### config.mk
export PLATFORM = sky130hd
export DESIGN_NAME = cps_scaling
export DESIGN_NICKNAME = d
export VERILOG_FILES = /design/src/cps_divider.v /design/src/cps_scaling.v
export VERILOG_INCLUDE_DIRS = /design/src
export SDC_FILE = /design/constraint.sdc
export NUM_CORES = 2
export LEC_CHECK = 0
export ABC_AREA = 1
export BUFFER_PORTS_ARGS = -buffer_cell sky130_fd_sc_hd__buf_2
export CAP_MARGIN = 20
export CORE_MARGIN = 4
export CORE_UTILIZATION = 35
export CTS_CLUSTER_SIZE = 40
export DETAILED_ROUTE_END_ITERATION = 8
export GPL_ROUTABILITY_DRIVEN = 0
export PLACE_DENSITY = 0.55
export SLEW_MARGIN = 25
export SYNTH_ARGS = -nofsm -noshare
export SYNTH_HDL_FRONTEND = slang
export SYNTH_SLANG_ARGS = --single-unit
### constraint.sdc
create_clock -name clk -period 17.3 [get_ports clk]
set_input_delay 3.46 -clock clk [delete_from_list [all_inputs] [get_ports clk]]
set_output_delay 3.46 -clock clk [all_outputs]
set_load 0.02 [all_outputs]
### src/cps_defines.vh
// Constants for the current and power scaling engine
`ifndef CPS_DEFINES_VH
`define CPS_DEFINES_VH
// Wishbone word offsets (byte addresses)
`define CPS_OFF_CONFIG 8'h00
`define CPS_OFF_SHUNT 8'h04
`define CPS_OFF_BUS 8'h08
`define CPS_OFF_POWER 8'h0C
`define CPS_OFF_CURRENT 8'h10
`define CPS_OFF_CALIB 8'h14
`define CPS_OFF_STATUS 8'h18
// Reset values
`define CPS_CONFIG_RST 16'h399F
`define CPS_CALIB_RST 16'h0000
// Configuration field positions
`define CPS_CFG_RST_BIT 15
`define CPS_CFG_BRNG_BIT 13
`define CPS_CFG_PGA_HI 12
`define CPS_CFG_PGA_LO 11
`define CPS_CFG_MODE_HI 2
`define CPS_CFG_MODE_LO 0
// Scaling constants
`define CPS_CUR_DIV_SHIFT 12
`define CPS_PWR_DIV 32'd5000
`define CPS_BUS_SHIFT 3
`endif

### src/cps_divider.v
// Restoring unsigned divider used for the power result
`timescale 1ns/1ps
`default_nettype none
module cps_divider #(
  parameter W = 32
) (
  // Clock and reset
  input wire clk,
  input wire reset_n,
  // Request
  input wire start,
  input wire [W-1:0] dividend,
  input wire [W-1:0] divisor,
  // Result
  output reg busy,
  output reg done,
  output reg [W-1:0] quotient
);
  reg [W-1:0] rem_q;
  reg [W-1:0] num_q;
  reg [5:0] cnt_q;
  wire [W:0] trial;
  assign trial = {rem_q, num_q[W-1]} - {1'b0, divisor};
  always @(posedge clk)
  begin
    if (!reset_n)
    begin
      busy <= 1'b0;
      done <= 1'b0;
      quotient <= {W{1'b0}};
      rem_q <= {W{1'b0}};
      num_q <= {W{1'b0}};
      cnt_q <= 6'h00;
    end
    else
    begin
      done <= 1'b0;
      if (start && !busy)
      begin
        busy <= 1'b1;
        rem_q <= {W{1'b0}};
        num_q <= dividend;
        cnt_q <= W[5:0];
      end
      else if (busy)
      begin
        // Quotient bits shift into num_q as the dividend shifts out
        if (!trial[W])
        begin
          rem_q <= trial[W-1:0];
          num_q <= {num_q[W-2:0], 1'b1};
        end
        else
        begin
          rem_q <= {rem_q[W-2:0], num_q[W-1]};
          num_q <= {num_q[W-2:0], 1'b0};
        end
        cnt_q <= cnt_q - 6'h01;
        if (cnt_q == 6'h01)
        begin
          busy <= 1'b0;
          done <= 1'b1;
          quotient <= trial[W] ? {num_q[W-2:0], 1'b0}
                               : {num_q[W-2:0], 1'b1};
        end
      end
    end
  end
endmodule // cps_divider
`default_nettype wire

### src/cps_scaling.v
// Current and power scaling engine with Wishbone register access
// What this block does
// RQ1: Defaults give 12-bit, 320mV, 32V, continuous.
// RQ2: Current and power valid only after calibration.
// RQ3: Registers volatile, defaults restored at reset.
// RQ4: Bus LSB 4mV, power LSB twenty current LSBs.
// RQ5: Host sets cal to 0.04096 over LSB*R.
// RQ6: Host may trim cal by measured current.
// RQ7: Current equals shunt times cal over 4096.
// RQ8: Power equals current times bus over 5000.
// RQ9: Calibration resets zero, results read zero.
// RQ10: Bus register read needs right shift by three.
`timescale 1ns/1ps
`default_nettype none
`include "cps_defines.vh"
module cps_scaling (
  // Clock and reset
  input wire clk,
  input wire reset_n,
  // Wishbone slave
  input wire wb_cyc_i,
  input wire wb_stb_i,
  input wire wb_we_i,
  input wire [7:0] wb_adr_i,
  input wire [3:0] wb_sel_i,
  input wire [31:0] wb_dat_i,
  output reg [31:0] wb_dat_o,
  output wire wb_ack_o,
  // Converter results
  input wire conv_valid,
  input wire [15:0] shunt_raw,
  input wire [12:0] bus_raw,
  // Converter settings
  output wire [1:0] pga_sel,
  output wire bus_range_32v,
  output wire [2:0] conv_mode
);
  ////////////////////////////////////////////////////////////////////////
  localparam ST_IDLE = 2'b00;
  localparam ST_MULT = 2'b01;
  localparam ST_DIV = 2'b10;

  reg [15:0] config_q;
  reg [15:0] calib_q;
  reg [15:0] shunt_q;
  reg [15:0] bus_q;
  reg [15:0] current_q;
  reg [15:0] power_q;
  reg ready_q;
  reg ovf_q;
  reg ack_q;
  reg [1:0] state_q;
  reg [12:0] bus_pend_q;
  reg div_start_q;
  wire div_busy;
  wire div_done;
  wire [31:0] div_quot;
  wire div_rst_n;
  wire [31:0] prod;
  wire [15:0] cur_scaled;
  wire cur_ovf;
  wire [31:0] cur_abs;
  wire [31:0] pwr_prod;
  wire bus_req;
  wire wr_req;
  wire rd_req;
  wire wr_config;
  wire wr_calib;
  wire rd_status;
  wire soft_rst;
  reg [31:0] rd_mux;

  ////////////////////////////////////////////////////////////////////////
  // Bus decode; a request is taken only while ack is low
  assign wb_ack_o = ack_q;
  assign bus_req = wb_cyc_i && wb_stb_i && !ack_q;
  assign wr_req = bus_req && wb_we_i;
  assign rd_req = bus_req && !wb_we_i;
  assign wr_config = wr_req && wb_adr_i == `CPS_OFF_CONFIG;
  assign wr_calib = wr_req && wb_adr_i == `CPS_OFF_CALIB;
  assign rd_status = rd_req && wb_adr_i == `CPS_OFF_STATUS;
  // Software reset takes the power-up path, except for ack_q and wb_dat_o [RQ3]
  assign soft_rst = wr_config && wb_sel_i[1]
                    && wb_dat_i[`CPS_CFG_RST_BIT];
  // Divider restarts too, so no stale quotient survives
  assign div_rst_n = reset_n && !soft_rst;
  // Defaults drive the converter with no programming [RQ1]
  assign pga_sel = config_q[`CPS_CFG_PGA_HI:`CPS_CFG_PGA_LO];
  assign bus_range_32v = config_q[`CPS_CFG_BRNG_BIT];
  assign conv_mode = config_q[`CPS_CFG_MODE_HI:`CPS_CFG_MODE_LO];

  ////////////////////////////////////////////////////////////////////////
  // Signed shunt times unsigned calibration, then divide by 4096
  assign prod = $signed(shunt_q) * $signed({1'b0, calib_q}); // [RQ7]
  assign cur_scaled = prod[`CPS_CUR_DIV_SHIFT+15:`CPS_CUR_DIV_SHIFT]; // [RQ7]
  // Bits above the sign of the result must all agree
  assign cur_ovf = (prod[31:27] != 5'h00) && (prod[31:27] != 5'h1F);
  assign cur_abs = current_q[15] ? {16'h0000, -current_q}
                                 : {16'h0000, current_q};
  assign pwr_prod = cur_abs * {19'h00000, bus_pend_q}; // [RQ8]

  ////////////////////////////////////////////////////////////////////////
  // One-cycle ack per request, software reset included
  always @(posedge clk)
  begin
    if (!reset_n)
    begin
      ack_q <= 1'b0;
    end
    else
    begin
      ack_q <= bus_req;
    end
  end

  ////////////////////////////////////////////////////////////////////////
  // Register writes, each byte lane under its own select
  always @(posedge clk)
  begin
    if (!reset_n || soft_rst)
    begin
      // Everything back to defaults, software reset included [RQ3]
      config_q <= `CPS_CONFIG_RST; // [RQ1]
      calib_q <= `CPS_CALIB_RST; // [RQ9]
    end
    else
    begin
      if (wr_config)
      begin
        if (wb_sel_i[0])
        begin
          config_q[7:0] <= wb_dat_i[7:0];
        end
        if (wb_sel_i[1])
        begin
          config_q[15:8] <= wb_dat_i[15:8];
        end
      end
      else if (wr_calib)
      begin
        // Bit 0 is not used by the engine and reads zero
        if (wb_sel_i[0])
        begin
          calib_q[7:0] <= {wb_dat_i[7:1], 1'b0};
        end
        if (wb_sel_i[1])
        begin
          calib_q[15:8] <= wb_dat_i[15:8];
        end
      end
    end
  end

  ////////////////////////////////////////////////////////////////////////
  // Sequencer: capture, multiply, divide
  always @(posedge clk)
  begin
    if (!reset_n || soft_rst)
    begin
      state_q <= ST_IDLE;
      div_start_q <= 1'b0;
    end
    else
    begin
      div_start_q <= 1'b0;
      case (state_q)
        ST_IDLE:
        begin
          // New pairs are ignored until the last result is out
          if (conv_valid)
          begin
            state_q <= ST_MULT;
          end
        end
        ST_MULT:
        begin
          state_q <= ST_DIV;
          div_start_q <= 1'b1;
        end
        ST_DIV:
        begin
          if (div_done)
          begin
            state_q <= ST_IDLE;
          end
        end
        default:
        begin
          state_q <= ST_IDLE;
        end
      endcase
    end
  end

  // Converter results, captured only while idle
  always @(posedge clk)
  begin
    if (!reset_n || soft_rst)
    begin
      shunt_q <= 16'h0000;
      bus_q <= 16'h0000;
      bus_pend_q <= 13'h0000;
    end
    else if (state_q == ST_IDLE && conv_valid)
    begin
      // Shunt readable regardless of calibration [RQ2]
      shunt_q <= shunt_raw;
      // Bus held left-aligned, reader shifts by three [RQ10]
      bus_q <= {bus_raw, 3'b000};
      bus_pend_q <= bus_raw;
    end
  end

  // Current and power results
  always @(posedge clk)
  begin
    if (!reset_n || soft_rst)
    begin
      current_q <= 16'h0000;
      ovf_q <= 1'b0;
      power_q <= 16'h0000;
    end
    else
    begin
      if (state_q == ST_MULT)
      begin
        // Zero calibration gives zero current and power [RQ9] [RQ2]
        current_q <= cur_scaled; // [RQ7]
        ovf_q <= cur_ovf;
      end
      if (state_q == ST_DIV && div_done)
      begin
        // Power LSB is twenty current LSBs via 4mV bus [RQ4]
        power_q <= div_quot[15:0]; // [RQ8]
      end
    end
  end

  // Ready: a status read clears it, a new result wins
  always @(posedge clk)
  begin
    if (!reset_n || soft_rst)
    begin
      ready_q <= 1'b0;
    end
    else if (state_q == ST_DIV && div_done)
    begin
      ready_q <= 1'b1;
    end
    else if (rd_status)
    begin
      ready_q <= 1'b0;
    end
  end

  cps_divider #(
    .W(32)
  ) u_div (
    .clk(clk),
    .reset_n(div_rst_n),
    .start(div_start_q),
    .dividend(pwr_prod),
    .divisor(`CPS_PWR_DIV), // [RQ8]
    .busy(div_busy),
    .done(div_done),
    .quotient(div_quot)
  );

  ////////////////////////////////////////////////////////////////////////
  // Read data selection; unmapped addresses read zero
  always @*
  begin
    rd_mux = 32'h00000000;
    if (wb_adr_i == `CPS_OFF_CONFIG)
    begin
      rd_mux = {16'h0000, config_q};
    end
    else if (wb_adr_i == `CPS_OFF_SHUNT)
    begin
      rd_mux = {16'h0000, shunt_q};
    end
    else if (wb_adr_i == `CPS_OFF_BUS)
    begin
      rd_mux = {16'h0000, bus_q};
    end
    else if (wb_adr_i == `CPS_OFF_POWER)
    begin
      rd_mux = {16'h0000, power_q};
    end
    else if (wb_adr_i == `CPS_OFF_CURRENT)
    begin
      rd_mux = {16'h0000, current_q};
    end
    else if (wb_adr_i == `CPS_OFF_CALIB)
    begin
      rd_mux = {16'h0000, calib_q};
    end
    else if (wb_adr_i == `CPS_OFF_STATUS)
    begin
      rd_mux = {29'h00000000, div_busy, ovf_q, ready_q};
    end
  end

  // Read data registered with the ack
  always @(posedge clk)
  begin
    if (!reset_n)
    begin
      wb_dat_o <= 32'h00000000;
    end
    else if (rd_req)
    begin
      wb_dat_o <= rd_mux;
    end
  end

  // Fraction bits, upper quotient and upper lanes carry nothing here
  wire unused_ok = &{1'b0, prod[11:0], div_quot[31:16], wb_dat_i[31:16],
                     wb_sel_i[3:2]};
endmodule // cps_scaling
`default_nettype wire

# Yosys cells after proc, flatten, opt, wreduce, memory -nomap -nowiden
# Cells that the tools add are included.
# op_classes
addsub	3
multipliers	2
n_div	0
magnitude_cmp	0
n_eq_ne	12
shift	0
muxes	24
bitwise	4
reduce_logical	33
# op_table
op	n
16-bit 2-to-1 mux	7
32-bit 2-to-1 mux	3
33-bit by 13-bit subtractor with 33-bit output, second input constant	1
16-bit by 16-bit multiplier with 31-bit output	1
16-bit by 13-bit multiplier with 29-bit output	1
8-bit by 5-bit equality test with 1-bit output, second input constant	3
8-bit by 4-bit equality test with 1-bit output, second input constant	2
16-bit negation	1
1-bit logical AND	14
6-bit 2-to-1 mux	2
3-bit AND reduction	3
8-bit by 3-bit equality test with 1-bit output, second input constant	1
8-bit zero test	1
1-bit 2-to-1 mux	8
6-bit by 1-bit equality test with 1-bit output, second input constant	1
2-bit case mux with 3 select lines	1
2-bit AND reduction	3
6-bit by 1-bit subtractor with 6-bit output, second input constant	1
1-bit zero test	5
5-bit != test, second input constant	1
5-bit nonzero test	1
2-bit 2-to-1 mux	2
1-bit inverter	4
2-bit nonzero test	2
other kinds (9)	9
# word_totals
ff_bits	218
latch_bits	0
ram_bits	0
rom_bits	0
input_bits	79
out_inout_bits	39
wordCells	99
memories	0

# Depth between registers and ports, before layout
# logic_depth
ltp_word	10
ltp_mapped	36
depth_no_buf	36

# Hierarchy
# Synthesis repeated with hierarchy kept, for this count alone.
# hier_totals
cells_unflattened	4180
hier_area_um2	29160.5
# by_module_without_submodules
mod	instances	cells_per_inst	area_per_inst_um2	seq_area_each_um2
cps_scaling	1	2938	21769.6	2282.2
cps_divider	1	1242	7390.8	2082.0

# Least setup slack after synthesis
# OpenSTA, ideal clock, no wires.
# synth_path
path_kind	register to register
start	register current_q[0]
end	register u_div.num_q[25]
setup_time_ps	120
arrival_ps	5924
t_required_ps	17180
slack_ps	11256
stages_incl_launch_ff	34
path_buffers	0
synth_period_minus_slack_ps	6044
cell_sequence	dfxtp_1 -> inv_1 -> ha_1 -> inv_1 -> nor3_2 -> inv_2 -> nor3_2 -> inv_2 -> nor3_4 -> nand3_2 -> nand2_1 -> o21ai_0 -> xor2_1 -> nor2_1 -> fa_1 -> inv_1 -> fa_1 -> inv_1 -> fa_1 -> fa_1 -> inv_1 -> fa_1 -> inv_1 -> ha_1 -> nand2_1 -> inv_1 -> nand2_1 -> nor3_1 -> nand4_1 -> nand3_1 -> a21oi_1 -> or2_2 -> nand3_1 -> a21oi_1
# synth_between
elab_chain_cells	4
# synth_lines
element	line_no	source
start: declaration	cps_scaling.v:47	reg [15:0] current_q;
start signal: assignment	cps_scaling.v:228	current_q <= cur_scaled;
16-bit negation	cps_scaling.v:98	assign cur_abs = current_q[15] ? {16'h0000, -current_q}
16-bit 2-to-1 mux *	cps_scaling.v:98	
16-bit by 13-bit multiplier with 29-bit output *	cps_scaling.v:100	assign pwr_prod = cur_abs * {19'h00000, bus_pend_q};
32-bit 2-to-1 mux *	cps_divider.v:38	if (start && !busy)
end signal: assignment	cps_divider.v:32	num_q <= {W{1'b0}};
end signal: assignment	cps_divider.v:42	num_q <= dividend;
end signal: assignment	cps_divider.v:51	num_q <= {num_q[W-2:0], 1'b1};
end: declaration	cps_divider.v:20	reg [W-1:0] num_q;
# Every way passes the cells marked *; elsewhere a longest branch is shown, timed or not.
# A chain may end at the register's enable or synchronous reset.

# Final worst setup path
# Ends and elaborated chain as after synthesis.

==> results.sh <==
export IMPL_run_status="finished clean"
export IMPL_worst_path_max_fanout=15
export IMPL_endpoint_kind="flip-flop"
export IMPL_pin_count_of_the_biggest_net_entering_global_routing=66
export IMPL_antenna_violations_before_repair=5
export IMPL_cpMostUsedCell="inv_1"
export IMPL_timing_critical_path_required_ns=17.70
export IMPL_largest_stage_delay_on_the_critical_path_ns=0.80
export IMPL_timing_final_hold_violations=0
export IMPL_post_cts_buffers=0
export IMPL_critPathKind="reg2reg"
export IMPL_synth_enable_flop_cells=0
export IMPL_io_pins=118
export IMPL_layout_overhead_on_the_synthesized_area_pct=7.251
export IMPL_remaining_drc_errors=0
export IMPL_ant_nets=0
export IMPL_min_delay_path_class="reg2reg"
export IMPL_clock_tree_htree_level_count=1
export IMPL_chipWidth_um=280.6
export IMPL_grt_remaining_overflow=0
export IMPL_rows=99
export IMPL_worst_ir_drop_vdd_v=0.00005630
export IMPL_postCtsHoldBufs=0
export IMPL_critPathSlowestCell="xor2_1"
export IMPL_finish_net_count=4136
export IMPL_post_synth_inst_count=3536
export IMPL_core_mm2=0.07333
export IMPL_final_setup_skew_ns=0.02717
export IMPL_avgSynthCellArea_um2=7.354
export IMPL_timing_worst_slew_pin_value_ns=1.168
export IMPL_unique_masters_post_synth=53
export IMPL_fillers=7814
export IMPL_critPathArrivalTime_ns=8.43
export IMPL_first_global_vias=21390
export IMPL_yosys_register_bits=202
export IMPL_die_area_mm2=0.07872
export IMPL_achievable_frequency_mhz=124.6
export IMPL_fp_dieH_um=280.6
export IMPL_worst_slew_margin_rel=0.2201
export IMPL_cts_buffer_depth=3
export IMPL_finalWirelength_um=73220
export IMPL_cap_violations=0
export IMPL_synth_top_cell_area_share=0.3033
export IMPL_synthesis_yosys_warnings=0
export IMPL_worstSkewPairLatency_ns=0.55
export IMPL_cts_resized_gates=0
export IMPL_final_design_area_no_fill_mm2=0.02789
export IMPL_grtUsageTotal=0.1894
export IMPL_postLayoutCoreUtil=0.3803
export IMPL_slew_violations=0
export IMPL_cts_tree="yes"
export IMPL_power_density_mw_per_mm2=49.12
export IMPL_drt_iter0_markers=1495
export IMPL_layout_cells_most_common_list="852 x inv_1, 785 x nand2_1, 394 x fa_1"
export IMPL_route_detailed_vias_per_inst=4.782
export IMPL_clock_net_sink_count=202
export IMPL_post_synth_top_area_cell="fa_1"
export IMPL_floorplan_initialDensity=0.3546
export IMPL_drive_gt1_frac=0.05447
export IMPL_port_buffers=83
export IMPL_wl_per_cell_um=16.32
export IMPL_cts_root_buf="clkbuf_16"
export IMPL_setup_total_negative_slack_ns=0
export IMPL_placement_cell_area_mm2=0.02709
export IMPL_cts_clk_slew_worst_paths_ns=0.06
export IMPL_power_static_leakage_nw=14.43
export IMPL_timing_final_crit_period_ns=8.029
export IMPL_place_hpwl_um=57910
export IMPL_synth_seq_area_share=0.1555
export IMPL_cts_inserted_buffers=23
export IMPL_dominantRegCellSynth="dfxtp_1"
export IMPL_synth_async_reset_ratio=0
export IMPL_syn_cell_area_mm2=0.02600
export IMPL_dr_total_vias=21450
export IMPL_final_period_utilization=0.4641
export IMPL_layout_cells_most_common="inv_1"
export IMPL_post_synth_main_area_contributors="fa_1 30%, dfxtp_1 16%, inv_1 12%"
export IMPL_detail_route_first_pass_iterations=5
export IMPL_worst_setup_path_start_kind="flip-flop"
export IMPL_grt_pass1_wl_um=118500
export IMPL_rsz0062_at_grt="no"
export IMPL_finalSetupViolations=0
==> cells in the mapped netlist (7+ instances only) <==
cell type / count
dfxtp_1: 202
xnor2_1: 16
a221oi_1: 13
buf_4: 25
nand3_1: 88
nor2_2: 8
nor2_1: 255
ha_1: 154
a21oi_1: 236
nand4_1: 39
a22oi_1: 25
xor2_1: 32
o2111ai_1: 10
nor3_1: 18
nor3_2: 7
o21ai_0: 98
buf_2: 23
nand2_1: 785
o21ai_1: 23
inv_1: 852
o22ai_1: 11
fa_1: 394
o211ai_1: 13
clkbuf_1: 120
o21bai_1: 8
==> report_power, final <==
group | leakage (nW) | switching, mW | internal [mW]
sequential | 1.64 | 0.0322 | 0.481
clock | 0.391 | 0.216 | 0.305
combinational | 12.4 | 0.233 | 0.102
==> sequential cells by signal, summed over array words and instances, names as in the netlist, 13 cells and up <==
signal	flops
u_div.num_q	32
current_q	16
calib_q	15
u_div.rem_q	32
bus_pend_q	13
u_div.quotient	16
config_q	16
wb_dat_o	16
shunt_q	16
power_q	16
==> final timing paths <==
| check | start | end | slack (ns) | cells after the start |
|---|---|---|---|---|
| max | current_q[0]$_SDFFE_PN0P_ | u_div.num_q[25]$_SDFFE_PN0P_ | 9.27 | 31 |
| min | config_q[15]$_SDFFE_PN0P_ | config_q[15]$_SDFFE_PN0P_ | 0.46 | 2 |
| max reg2reg | current_q[0]$_SDFFE_PN0P_ | u_div.num_q[25]$_SDFFE_PN0P_ | 9.27 | 31 |
| min reg2reg | config_q[15]$_SDFFE_PN0P_ | config_q[15]$_SDFFE_PN0P_ | 0.46 | 2 |
==> per-layer routing <==
metal | GRT usage | up-vias | share of wire
met2 | 0.2893 | 584 | 0.42
met4 | 0.03326 | 0 | 0.017
li1 | - | 10520 | -
met1 | 0.2827 | 10280 | 0.48
met5 | 0 | - | 0
met3 | 0.03561 | 67 | 0.077
==> per-stage QoR <==
step,power (mW),hold WS [ns],setup WS [ns],std cells
after floorplan,0.7501,0.4354,11.26,3551
after global placement,0.8556,0.4462,9.338,4443
after detailed placement,0.8552,0.4498,9.346,4443
after CTS,1.380,0.4600,9.339,4484
after global routing,1.450,0.4845,8.846,4485
final,1.370,0.4634,9.271,4486
==> area by class of cell <==
type                    count  area (µm²)  share of cell area
flip-flops and latches    202        4048              0.1451
repair buffers            107       595.6             0.02136
inverters                 865        3248              0.1165
well taps                 959        1200             0.04303
multi-input cells        2310       18000              0.6455
clock inverters             8       107.6            0.003858
diodes                      2       5.005           0.0001795
clock buffers              33       683.2             0.02450
==> critical path, delay by kind of cell (launching register included) <==
| kind | cells | cell delay (ns) |
|---|---|---|
| fa+ha+maj | 7 | 2.97 |
| simple gates | 12 | 2.19 |
| buf+inv | 8 | 1.11 |
| xor+xnor | 1 | 0.80 |
| flops | 1 | 0.53 |
| compound gates | 3 | 0.28 |
==> logic make-up after synthesis <==
family / after synthesis / share of synthesized area
flops: 202 / 0.1555
compound gates: 462 / 0.1001
simple gates: 1234 / 0.1945
fa+ha+maj: 548 / 0.3774
buf+inv: 1039 / 0.1550
xor+xnor: 49 / 0.01679
mux: 1 / 0.0003850
other cells: 1 / 0.0001442
No activity file was read; power rests on OpenSTA's default activity.
